## config.mk

```make
export PLATFORM = sky130hd
export DESIGN_NAME = typec_phy_orientation_control
export DESIGN_NICKNAME = d
export VERILOG_FILES = /design/src/typec_orient_pkg.sv /design/src/typec_phy_orientation_control.sv
export SDC_FILE = /design/constraint.sdc
export NUM_CORES = 1
export LEC_CHECK = 0
export BUFFER_PORTS_ARGS = -buffer_cell sky130_fd_sc_hd__buf_2
export CORE_MARGIN = 1
export CORE_UTILIZATION = 30
export CTS_BUF_LIST = sky130_fd_sc_hd__clkbuf_8
export DETAILED_ROUTE_END_ITERATION = 8
export GPL_TIMING_DRIVEN = 0
export PLACE_DENSITY = 0.68
export SETUP_SLACK_MARGIN = 0.5
export SLEW_MARGIN = 30
export SYNTH_ARGS = -nofsm -noshare
export SYNTH_HDL_FRONTEND = slang
export SYNTH_SLANG_ARGS = --single-unit
```

## constraint.sdc

```tcl
create_clock -name CORE_CLK_IN -period 3.2 [get_ports CORE_CLK_IN]
set_clock_uncertainty 0.2 [all_clocks]
set_input_delay 0 -clock CORE_CLK_IN [delete_from_list [all_inputs] [get_ports CORE_CLK_IN]]
set_output_delay 0 -clock CORE_CLK_IN [all_outputs]
set_load 0.02 [all_outputs]
```

## src/typec_orient_pkg.sv

```systemverilog
// Constants and carrier types for the Type-C PHY lane enable decoder.
// Assumes a 32-bit Avalon-MM register bus with byte addresses.

package typec_orient_pkg;

  // ----------------------------------------------------------------
  // Sizes
  // ----------------------------------------------------------------
  localparam int NUM_PORTS   = 3;
  localparam int ADDR_W      = 4;
  localparam int DATA_W      = 32;
  localparam int SYNC_STAGES = 2;

  // ----------------------------------------------------------------
  // Register map (byte addresses)
  // ----------------------------------------------------------------
  localparam logic [ADDR_W-1:0] LANE_CTRL_OFS  = 4'h0;
  localparam logic [ADDR_W-1:0] LANE_STATE_OFS = 4'h4;

  // Lane control: bits [2:0] allow PHY enables per port
  localparam int                   CTRL_ALLOW_LSB = 0;
  localparam logic [NUM_PORTS-1:0] CTRL_ALLOW_RST = 3'h7;

  // Lane state: [2:0] orientation A enables, [6:4] orientation B enables,
  // [8] control mode, [9] attach polarity
  localparam int STATE_A_LSB    = 0;
  localparam int STATE_B_LSB    = 4;
  localparam int STATE_MODE_BIT = 8;
  localparam int STATE_POL_BIT  = 9;

  localparam logic [DATA_W-1:0] RDATA_RST = 32'h0000_0000;

  // ----------------------------------------------------------------
  // Types
  // ----------------------------------------------------------------
  typedef enum logic [0:0] {
    MODE_ATTACH_ORIENT = 1'b0,  // Control mode 1
    MODE_SPLIT_ATTACH  = 1'b1   // Control mode 2
  } control_mode_t;

  typedef struct packed {
    logic [NUM_PORTS-1:0] port_attach;
    logic [NUM_PORTS-1:0] port_orient;
    logic [NUM_PORTS-1:0] orient_a_attach;
    logic [NUM_PORTS-1:0] orient_b_attach;
    logic                 attach_polarity_sel;
    logic                 control_mode_sel;
  } pin_bundle_t;

  typedef struct packed {
    logic [NUM_PORTS-1:0] phy_a;
    logic [NUM_PORTS-1:0] phy_b;
  } phy_en_t;

  localparam pin_bundle_t PINS_RST   = '0;
  localparam phy_en_t     PHY_EN_RST = '0;

endpackage : typec_orient_pkg

```

## src/typec_phy_orientation_control.sv

```systemverilog
// Decodes Type-C attach and orientation pins into PHY lane enables.
// Assumes asynchronous pins from a Type-C controller and an Avalon-MM master
// on CORE_CLK_IN; mode and polarity pins are held static outside reset.

`timescale 1ns/10ps
`default_nettype none

module typec_phy_orientation_control #(
  parameter int NUM_PORTS = typec_orient_pkg::NUM_PORTS
) (
  input  wire logic                                   CORE_CLK_IN,
  input  wire logic                                   RST_IN,
  input  wire logic                                   CLK_EN_IN,
  input  wire logic [NUM_PORTS-1:0]                   PORT_ATTACH_IN,
  input  wire logic [NUM_PORTS-1:0]                   PORT_ORIENT_IN,
  input  wire logic [NUM_PORTS-1:0]                   ORIENT_A_ATTACH_IN,
  input  wire logic [NUM_PORTS-1:0]                   ORIENT_B_ATTACH_IN,
  input  wire logic                                   ATTACH_POLARITY_SEL_IN,
  input  wire logic                                   CONTROL_MODE_SEL_IN,
  input  wire logic [typec_orient_pkg::ADDR_W-1:0]    AVS_ADDRESS_IN,
  input  wire logic                                   AVS_READ_IN,
  input  wire logic                                   AVS_WRITE_IN,
  input  wire logic [typec_orient_pkg::DATA_W-1:0]    AVS_WRITEDATA_IN,
  input  wire logic [typec_orient_pkg::DATA_W/8-1:0]  AVS_BYTEENABLE_IN,
  output var  logic [typec_orient_pkg::DATA_W-1:0]    AVS_READDATA_OUT,
  output logic                                        AVS_WAITREQUEST_OUT,
  output logic [NUM_PORTS-1:0]                        PHY_A_EN_OUT,
  output logic [NUM_PORTS-1:0]                        PHY_B_EN_OUT
);

  // ----------------------------------------------------------------
  // Elaboration checks
  // ----------------------------------------------------------------
  if (NUM_PORTS != typec_orient_pkg::NUM_PORTS) begin : g_bad_ports
    $error("NUM_PORTS must match the package carrier width");
  end

  // The synchroniser below is written out as exactly two stages
  if (typec_orient_pkg::SYNC_STAGES != 2) begin : g_bad_sync
    $error("SYNC_STAGES must be 2");
  end

  // The allow mask and both enable fields must fit the bus word
  if (typec_orient_pkg::CTRL_ALLOW_LSB + NUM_PORTS > typec_orient_pkg::DATA_W) begin : g_bad_ctrl
    $error("allow mask does not fit the data word");
  end

  if (typec_orient_pkg::STATE_A_LSB + NUM_PORTS > typec_orient_pkg::STATE_B_LSB) begin : g_bad_a
    $error("orientation A field overlaps orientation B field");
  end

  if (typec_orient_pkg::STATE_B_LSB + NUM_PORTS > typec_orient_pkg::STATE_MODE_BIT) begin : g_bad_b
    $error("orientation B field overlaps the mode bit");
  end

  if (typec_orient_pkg::STATE_POL_BIT >= typec_orient_pkg::DATA_W) begin : g_bad_pol
    $error("polarity bit lies outside the data word");
  end

  // ----------------------------------------------------------------
  // Pin synchronisers
  // ----------------------------------------------------------------
  typec_orient_pkg::pin_bundle_t pins_raw;
  typec_orient_pkg::pin_bundle_t meta_r;
  typec_orient_pkg::pin_bundle_t pins_r;
  typec_orient_pkg::pin_bundle_t meta_nxt;
  typec_orient_pkg::pin_bundle_t pins_nxt;

  assign pins_raw = '{port_attach:         PORT_ATTACH_IN,
                      port_orient:         PORT_ORIENT_IN,
                      orient_a_attach:     ORIENT_A_ATTACH_IN,
                      orient_b_attach:     ORIENT_B_ATTACH_IN,
                      attach_polarity_sel: ATTACH_POLARITY_SEL_IN,
                      control_mode_sel:    CONTROL_MODE_SEL_IN};

  // Reset clears both stages, so a floating pulled-down strap reads low
  always_comb begin
    meta_nxt = meta_r;
    pins_nxt = pins_r;
    if (RST_IN) begin
      meta_nxt = typec_orient_pkg::PINS_RST;
      pins_nxt = typec_orient_pkg::PINS_RST;
    end else if (CLK_EN_IN) begin
      meta_nxt = pins_raw;
      pins_nxt = meta_r;
    end
  end

  always_ff @(posedge CORE_CLK_IN) begin
    meta_r <= meta_nxt;
    pins_r <= pins_nxt;
  end

  // ----------------------------------------------------------------
  // Lane decode
  // ----------------------------------------------------------------
  // Mode and polarity are used as sampled each cycle; they are expected to
  // be static, so no glitch filtering is spent on them.
  typec_orient_pkg::control_mode_t mode;
  logic                            pol_low;
  logic [NUM_PORTS-1:0]            allow_r;
  logic [NUM_PORTS-1:0]            allow_nxt;
  typec_orient_pkg::phy_en_t       phy_en_r;
  typec_orient_pkg::phy_en_t       phy_en_nxt;
  typec_orient_pkg::phy_en_t       phy_dec;

  assign mode    = typec_orient_pkg::control_mode_t'(pins_r.control_mode_sel);
  assign pol_low = pins_r.attach_polarity_sel;

  for (genvar p = 0; p < NUM_PORTS; p++) begin : g_port
    logic attach;
    logic orient_b;
    logic a_att;
    logic b_att;

    // XOR with the polarity flips every input to active low when set
    assign attach   = pins_r.port_attach[p]     ^ pol_low;
    assign orient_b = pins_r.port_orient[p]     ^ pol_low;
    assign a_att    = pins_r.orient_a_attach[p] ^ pol_low;
    assign b_att    = pins_r.orient_b_attach[p] ^ pol_low;

    always_comb begin
      case (mode)
        typec_orient_pkg::MODE_ATTACH_ORIENT: begin
          phy_dec.phy_a[p] = attach & ~orient_b;
          phy_dec.phy_b[p] = attach &  orient_b;
        end
        typec_orient_pkg::MODE_SPLIT_ATTACH: begin
          phy_dec.phy_a[p] = a_att;
          phy_dec.phy_b[p] = b_att;
        end
        default: begin
          phy_dec.phy_a[p] = 1'b0;
          phy_dec.phy_b[p] = 1'b0;
        end
      endcase
    end
  end

  // Enables stay off through hub reset and follow the decode masked by allow_r after it
  always_comb begin
    phy_en_nxt = phy_en_r;
    if (RST_IN) begin
      phy_en_nxt = typec_orient_pkg::PHY_EN_RST;
    end else if (CLK_EN_IN) begin
      phy_en_nxt.phy_a = phy_dec.phy_a & allow_r;
      phy_en_nxt.phy_b = phy_dec.phy_b & allow_r;
    end
  end

  always_ff @(posedge CORE_CLK_IN) begin
    phy_en_r <= phy_en_nxt;
  end

  assign PHY_A_EN_OUT = phy_en_r.phy_a;
  assign PHY_B_EN_OUT = phy_en_r.phy_b;

  // ----------------------------------------------------------------
  // Avalon-MM register slave
  // ----------------------------------------------------------------
  // An access waits exactly one cycle only while CLK_EN_IN is high; the second cycle completes it.
  // The wait costs a cycle but lets read data come from a flip-flop.
  typedef enum logic [0:0] {
    BUS_IDLE = 1'b0,
    BUS_DONE = 1'b1
  } bus_state_t;

  bus_state_t                           bus_r;
  bus_state_t                           bus_nxt;
  logic                                 ack;
  logic [typec_orient_pkg::DATA_W-1:0]  rdata_r;
  logic [typec_orient_pkg::DATA_W-1:0]  rdata_nxt;
  logic [typec_orient_pkg::DATA_W-1:0]  read_word;
  logic                                 req;
  logic                                 rd_take;
  logic                                 wr_take;
  logic                                 ctrl_sel;
  logic [typec_orient_pkg::DATA_W-1:0]  state_word;
  logic [typec_orient_pkg::DATA_W-1:0]  ctrl_word;

  assign req      = AVS_READ_IN | AVS_WRITE_IN;
  assign ack      = (bus_r == BUS_DONE);
  assign ctrl_sel = (AVS_ADDRESS_IN == typec_orient_pkg::LANE_CTRL_OFS);

  // Read data is captured on the first cycle, a write lands on the second,
  // at the edge where the master sees waitrequest low
  assign rd_take  = AVS_READ_IN & ~ack;
  assign wr_take  = AVS_WRITE_IN & ack & AVS_BYTEENABLE_IN[0] & ctrl_sel;

  assign AVS_WAITREQUEST_OUT = req & ~ack;
  assign AVS_READDATA_OUT    = rdata_r;

  always_comb begin
    ctrl_word = '0;
    ctrl_word[typec_orient_pkg::CTRL_ALLOW_LSB +: NUM_PORTS] = allow_r;
  end

  always_comb begin
    state_word = '0;
    state_word[typec_orient_pkg::STATE_A_LSB +: NUM_PORTS] = phy_en_r.phy_a;
    state_word[typec_orient_pkg::STATE_B_LSB +: NUM_PORTS] = phy_en_r.phy_b;
    state_word[typec_orient_pkg::STATE_MODE_BIT]           = pins_r.control_mode_sel;
    state_word[typec_orient_pkg::STATE_POL_BIT]            = pins_r.attach_polarity_sel;
  end

  // Unmapped addresses read as zero
  always_comb begin
    case (AVS_ADDRESS_IN)
      typec_orient_pkg::LANE_CTRL_OFS: begin
        read_word = ctrl_word;
      end
      typec_orient_pkg::LANE_STATE_OFS: begin
        read_word = state_word;
      end
      default: begin
        read_word = '0;
      end
    endcase
  end

  // ----------------------------------------------------------------
  // Bus handshake state
  // ----------------------------------------------------------------
  always_comb begin
    bus_nxt = bus_r;
    if (RST_IN) begin
      bus_nxt = BUS_IDLE;
    end else if (CLK_EN_IN) begin
      case (bus_r)
        BUS_IDLE: begin
          if (req) begin
            bus_nxt = BUS_DONE;
          end
        end
        BUS_DONE: begin
          bus_nxt = BUS_IDLE;
        end
        default: begin
          bus_nxt = BUS_IDLE;
        end
      endcase
    end
  end

  always_ff @(posedge CORE_CLK_IN) begin
    bus_r <= bus_nxt;
  end

  // ----------------------------------------------------------------
  // Read data and allow mask
  // ----------------------------------------------------------------
  always_comb begin
    rdata_nxt = rdata_r;
    allow_nxt = allow_r;
    if (RST_IN) begin
      rdata_nxt = typec_orient_pkg::RDATA_RST;
      allow_nxt = typec_orient_pkg::CTRL_ALLOW_RST;
    end else if (CLK_EN_IN) begin
      if (rd_take) begin
        rdata_nxt = read_word;
      end
      // Writes to the state word or unmapped addresses are dropped
      if (wr_take) begin
        allow_nxt = AVS_WRITEDATA_IN[typec_orient_pkg::CTRL_ALLOW_LSB +: NUM_PORTS];
      end
    end
  end

  always_ff @(posedge CORE_CLK_IN) begin
    rdata_r <= rdata_nxt;
    allow_r <= allow_nxt;
  end

endmodule : typec_phy_orientation_control

`default_nettype wire
```

# --- Word-level counts from Yosys, hierarchy flattened ---
# Index checks and enable logic that the tools add are counted.
word_totals:
  mem_bits_ro: 0
  latchBits: 0
  reg_bits: 70
  mem_count: 0
  in_bits: 59
  ram_bits: 0
  elab_cells: 61
classes:
  n_mul: 0
  n_div: 0
  n_reduce_logical: 3
  addsub: 0
  bitwise: 31
  shift: 0
  mux: 9
  n_eq_ne: 1
  magnitude_cmp: 0
op_table:
  columns: ["cell", "n"]
  rows:
  - ["10-bit case mux with 2 select lines", 1]
  - ["1-bit case mux with 2 select lines", 7]
  - ["1-bit bitwise XOR", 12]
  - ["1-bit bitwise AND", 11]
  - ["3-bit bitwise AND", 2]
  - ["1-bit NOT", 5]
  - ["4-bit by 3-bit == test with 1-bit output (second input constant)", 1]
  - ["4-bit zero test", 1]
  - ["2-bit AND reduction", 2]
  - ["1-bit two-way mux", 1]
  - ["1-bit bitwise OR", 1]

# --- Depth between registers and ports, before layout ---
logic_depth:
  depth_word: 5
  depth_mapped: 5
  ltp_nobuf: 3

# --- Worst setup path before layout ---
# OpenSTA, ideal clock, no wires.
synth_path:
  path_kind: "input port to flip-flop"
  from: "in CLK_EN_IN"
  to: "reg rdata_r (netlist bit AVS_READDATA_OUT[0])"
  arrival_ps: 1209
  t_required_ps: 2930
  slack_ps: 1721
  path_stages: 4
  path_cell_list: "buf_4 > or4b_4 > or4b_4 > o2bb2ai_1"
synth_between:
  elab_chain_len: 1
synth_lines:
  columns: ["item", "line", "rtl"]
  rows:
  - ["from (decl)", "typec_phy_orientation_control.sv:13", "input wire logic CLK_EN_IN,"]
  - ["2-bit AND reduction (no line)", null, null]
  - ["to (signal assigned)", "typec_phy_orientation_control.sv:270", "rdata_r <= rdata_nxt;"]
  - ["to (decl)", "typec_phy_orientation_control.sv:171", "logic [typec_orient_pkg::DATA_W-1:0] rdata_r;"]
# No other way between the ends.
# A chain may end at the register's enable or synchronous reset.

==> key figures <==
Floorplan
  • Initial Util: 31.0%
  • Ports: 98
  • Die area: 7350 sq um
  • Die width: 85.7 um
  • Core ar.: 6790 sq um
  • Die height: 85.7 um
  • FP Rows: 30

Synthesis
  • Primary FF master, synth: dfxtp_1
  • Post-Syn Area: 2100 sq um
  • Yosys warns: 0
  • Synth top area cells: dfxtp_1 (44%), mux2i_1 (17%), buf_4 (8.9%)
  • Synth top area share: 43.8%
  • Top-count cell post-synth: dfxtp_1
  • Yosys reg bits: 46
  • Seq/Total Area, Yosys: 43.8%
  • Async SR Flop Fraction: 0%
  • Synth top cells by count: dfxtp_1 (46), nor2_1 (37), mux2i_1 (35)
  • Post-synth EDFFs: 0
  • Cell variety after synth: 23
  • Area leader, netlist: dfxtp_1
  • Avg Cell Area, Syn: 9.69 sq um
  • Cells after Synth: 217

Routing
  • Initial DRC Count: 114
  • Vias: 1719
  • Routed wire length: 4480 um
  • Routed wl met3: 247 um
  • Vias per cell: 4.19
  • DR top layer: met4
  • Routed met1 length: 2240 um
  • WL met2: 1940 um
  • ANT nets after route: 0
  • WL per Instance: 10.9 um
  • DRC: 1
  • DR pass1 iterations: 6

Finish
  • Ant diodes: 0
  • Nets: 372
  • Flip-flop and latch area: 921 sq um
  • Area Growth Syn to Fin: 36.5%
  • Filler instances: 681
  • Share of layout cells above drive strength 1: 24.2%
  • Final Cell Area: 2870 sq um
  • Area of the multi-input gates: 1040 sq um
  • Fin util: 42.2%

Clock network
  • Post-CTS Resized: 0
  • Clock Tree Buf Depth: 2
  • Clock sink count: 46
  • CTS tree: done
  • Post-CTS Hold Buffers: 27
  • Clock-pin slew on the worst setup and hold paths: 90 ps
  • Clk Latency, worst-skew pair: 290 ps
  • CTS buffer count: 5
  • CTS root buf: clkbuf_8
  • CTS H-tree depth: 2
  • Post-CTS Setup Inserts: 0

Power
  • VDD IR max: 0.000190 V
  • P_leak: 0.00139 uW
  • Pwr/cell area: 400 nW/um^2

Setup path
  • Top delay family on crit path: buffers and inverters
  • Slowest stage delay, CP: 610 ps
  • Crit. End Element: register
  • R2r setup slk: 790 ps
  • Arr. time, crit path: 2510 ps
  • Worst path cell trace: dlygate4sd3_1 > buf_2 > or4b_4 > dlygate4sd3_1 > o2bb2ai_1 > dlygate4sd3_1
  • Crit-path max FO: 7
  • Critical Path RT: 3240 ps
  • Crit path buf inv count: 4
  • Reg2reg start: ack
  • Slowest cell on the critical path: dlygate4sd3_1
  • Reg-to-Reg End: AVS_READDATA_OUT[0]
  • Reg2Reg Depth: 4
  • Top cell by count, worst path: dlygate4sd3_1
  • Startpoint types: input pin
  • Critical path type: input pin to register

Global route
  • Global-route usage over all layers: 12.6%
  • Vias in the first global route: 1475
  • First-pass GRT wire length: 7120 um
  • Antenna violations before repair: 0
  • Pin count of the biggest net entering global routing: 15
  • Total gr overflow: 0

Timing
  • Final Setup Violations: 0
  • Setup TNS: 0 ps
  • Crit path time final: 2460 ps
  • Final period util: 77.0%
  • Final Max Tran Viols: 0
  • Peak Freq: 0.406 GHz
  • RSZ-0062 raised after global routing: no
  • Worst-Margin Slew: 825 ps
  • Max-slew headroom: 45.0%
  • Hold Fails Final Rpt: 0

Placement
  • Port buffer count: 39
  • Post-DP Area: 2500 sq um
  • Dpl hpwl: 3240 um
  • Placer Congestion: 0.763

Run status
  • Outcome: finished with violations
  • Failing checks: design-rule violations

Hold path
  • Origin of the worst min-delay path: AVS_ADDRESS_IN[2]
  • Endpoint, Worst Hold: AVS_READDATA_OUT[2]
  • Worst hold path depth: 3
  • Type of the worst min-delay path: input pin to register

Job
  • Max-cap viol count: 0
[flip-flops by register name (all words and copies together), names as in the netlist]
register and cells:
meta_r 14, pins_r 12, AVS_READDATA_OUT 8, PHY_A_EN_OUT 3, PHY_B_EN_OUT 3, allow_r 3, ack 1, mode 1
pol_low 1
[metal layers]
metal	track usage, %	vias to the layer above
met1	17.4	754
met5	0	-
li1	-	897
met4	4.09	0
met3	2.69	5
met2	19.5	63
[where the power goes]
| part | internal (uW) | switching, uW |
|---|---|---|
| Combinational | 85.9 | 90.6 |
| Sequential | 592 | 13.0 |
| Clock | 174 | 195 |
| Total | 851 | 298 |
[area by class of cell]
cell class,count,share of cell area (%)
multi-input combinational,157,36.1
sequential,46,32.1
buffer,36,7.98
tap,96,4.18
timing repair buffer,66,16.2
clock inverter,2,0.436
clock buffer,6,2.88
inverter,1,0.131
[stage by stage]
stage / hold slack, ps / power (uW) / instances / setup WS [ps]
2_1_floorplan: -52.8 / 733 / 240 / 1720
3_3_place_gp: 33.5 / 769 / 375 / 1630
3_5_place_dp: 42.8 / 772 / 375 / 1600
4_1_cts: 28.6 / 1160 / 410 / 759
5_1_grt: 66.0 / 1200 / 410 / 674
6_report: 31.6 / 1150 / 410 / 737
[cells in the final DEF, fill, tap and decap left out, types with 2 or more instances in the layout]
cell type       n
o2bb2ai_1       3
buf_2          39
clkbuf_1       11
and3b_1         6
clkbuf_8        6
mux2i_1        35
conb_1         24
buf_4          25
nand4_1         6
nand3_1         6
or4b_4          2
dfxtp_1        46
o21ai_0         6
nand2_1         7
xor2_1          6
nor4bb_1        3
a22o_1          5
dlygate4sd3_1  27
nor3b_1         6
nor2_1         37
[worst register-to-register path, stage by stage, from the launching register on]
cell	delay [ps]
dfxtp_1	340
or4b_4	520
dlygate4sd3_1	610
o2bb2ai_1	130
dlygate4sd3_1	550
[worst max-delay path by stage]
stage | from | endpoint | cells past startpoint
3_3_place_gp | AVS_ADDRESS_IN[3] | AVS_READDATA_OUT[2] | 4
2_1_floorplan | CLK_EN_IN | AVS_READDATA_OUT[0] | 4
3_5_place_dp | AVS_ADDRESS_IN[3] | AVS_READDATA_OUT[2] | 4
5_1_grt | RST_IN | AVS_READDATA_OUT[0] | 6
6_report | RST_IN | AVS_READDATA_OUT[0] | 6
4_1_cts | RST_IN | AVS_READDATA_OUT[0] | 6
[logic make-up after synthesis]
| group | synth area share [%] |
|---|---|
| xor+xnor | 2.50 |
| buf+inv | 11.1 |
| compound gates | 5.53 |
| flops | 43.8 |
| other cells | 0.178 |
| simple gates | 20.3 |
| mux | 16.7 |
(Power assumes the default switching activity.)
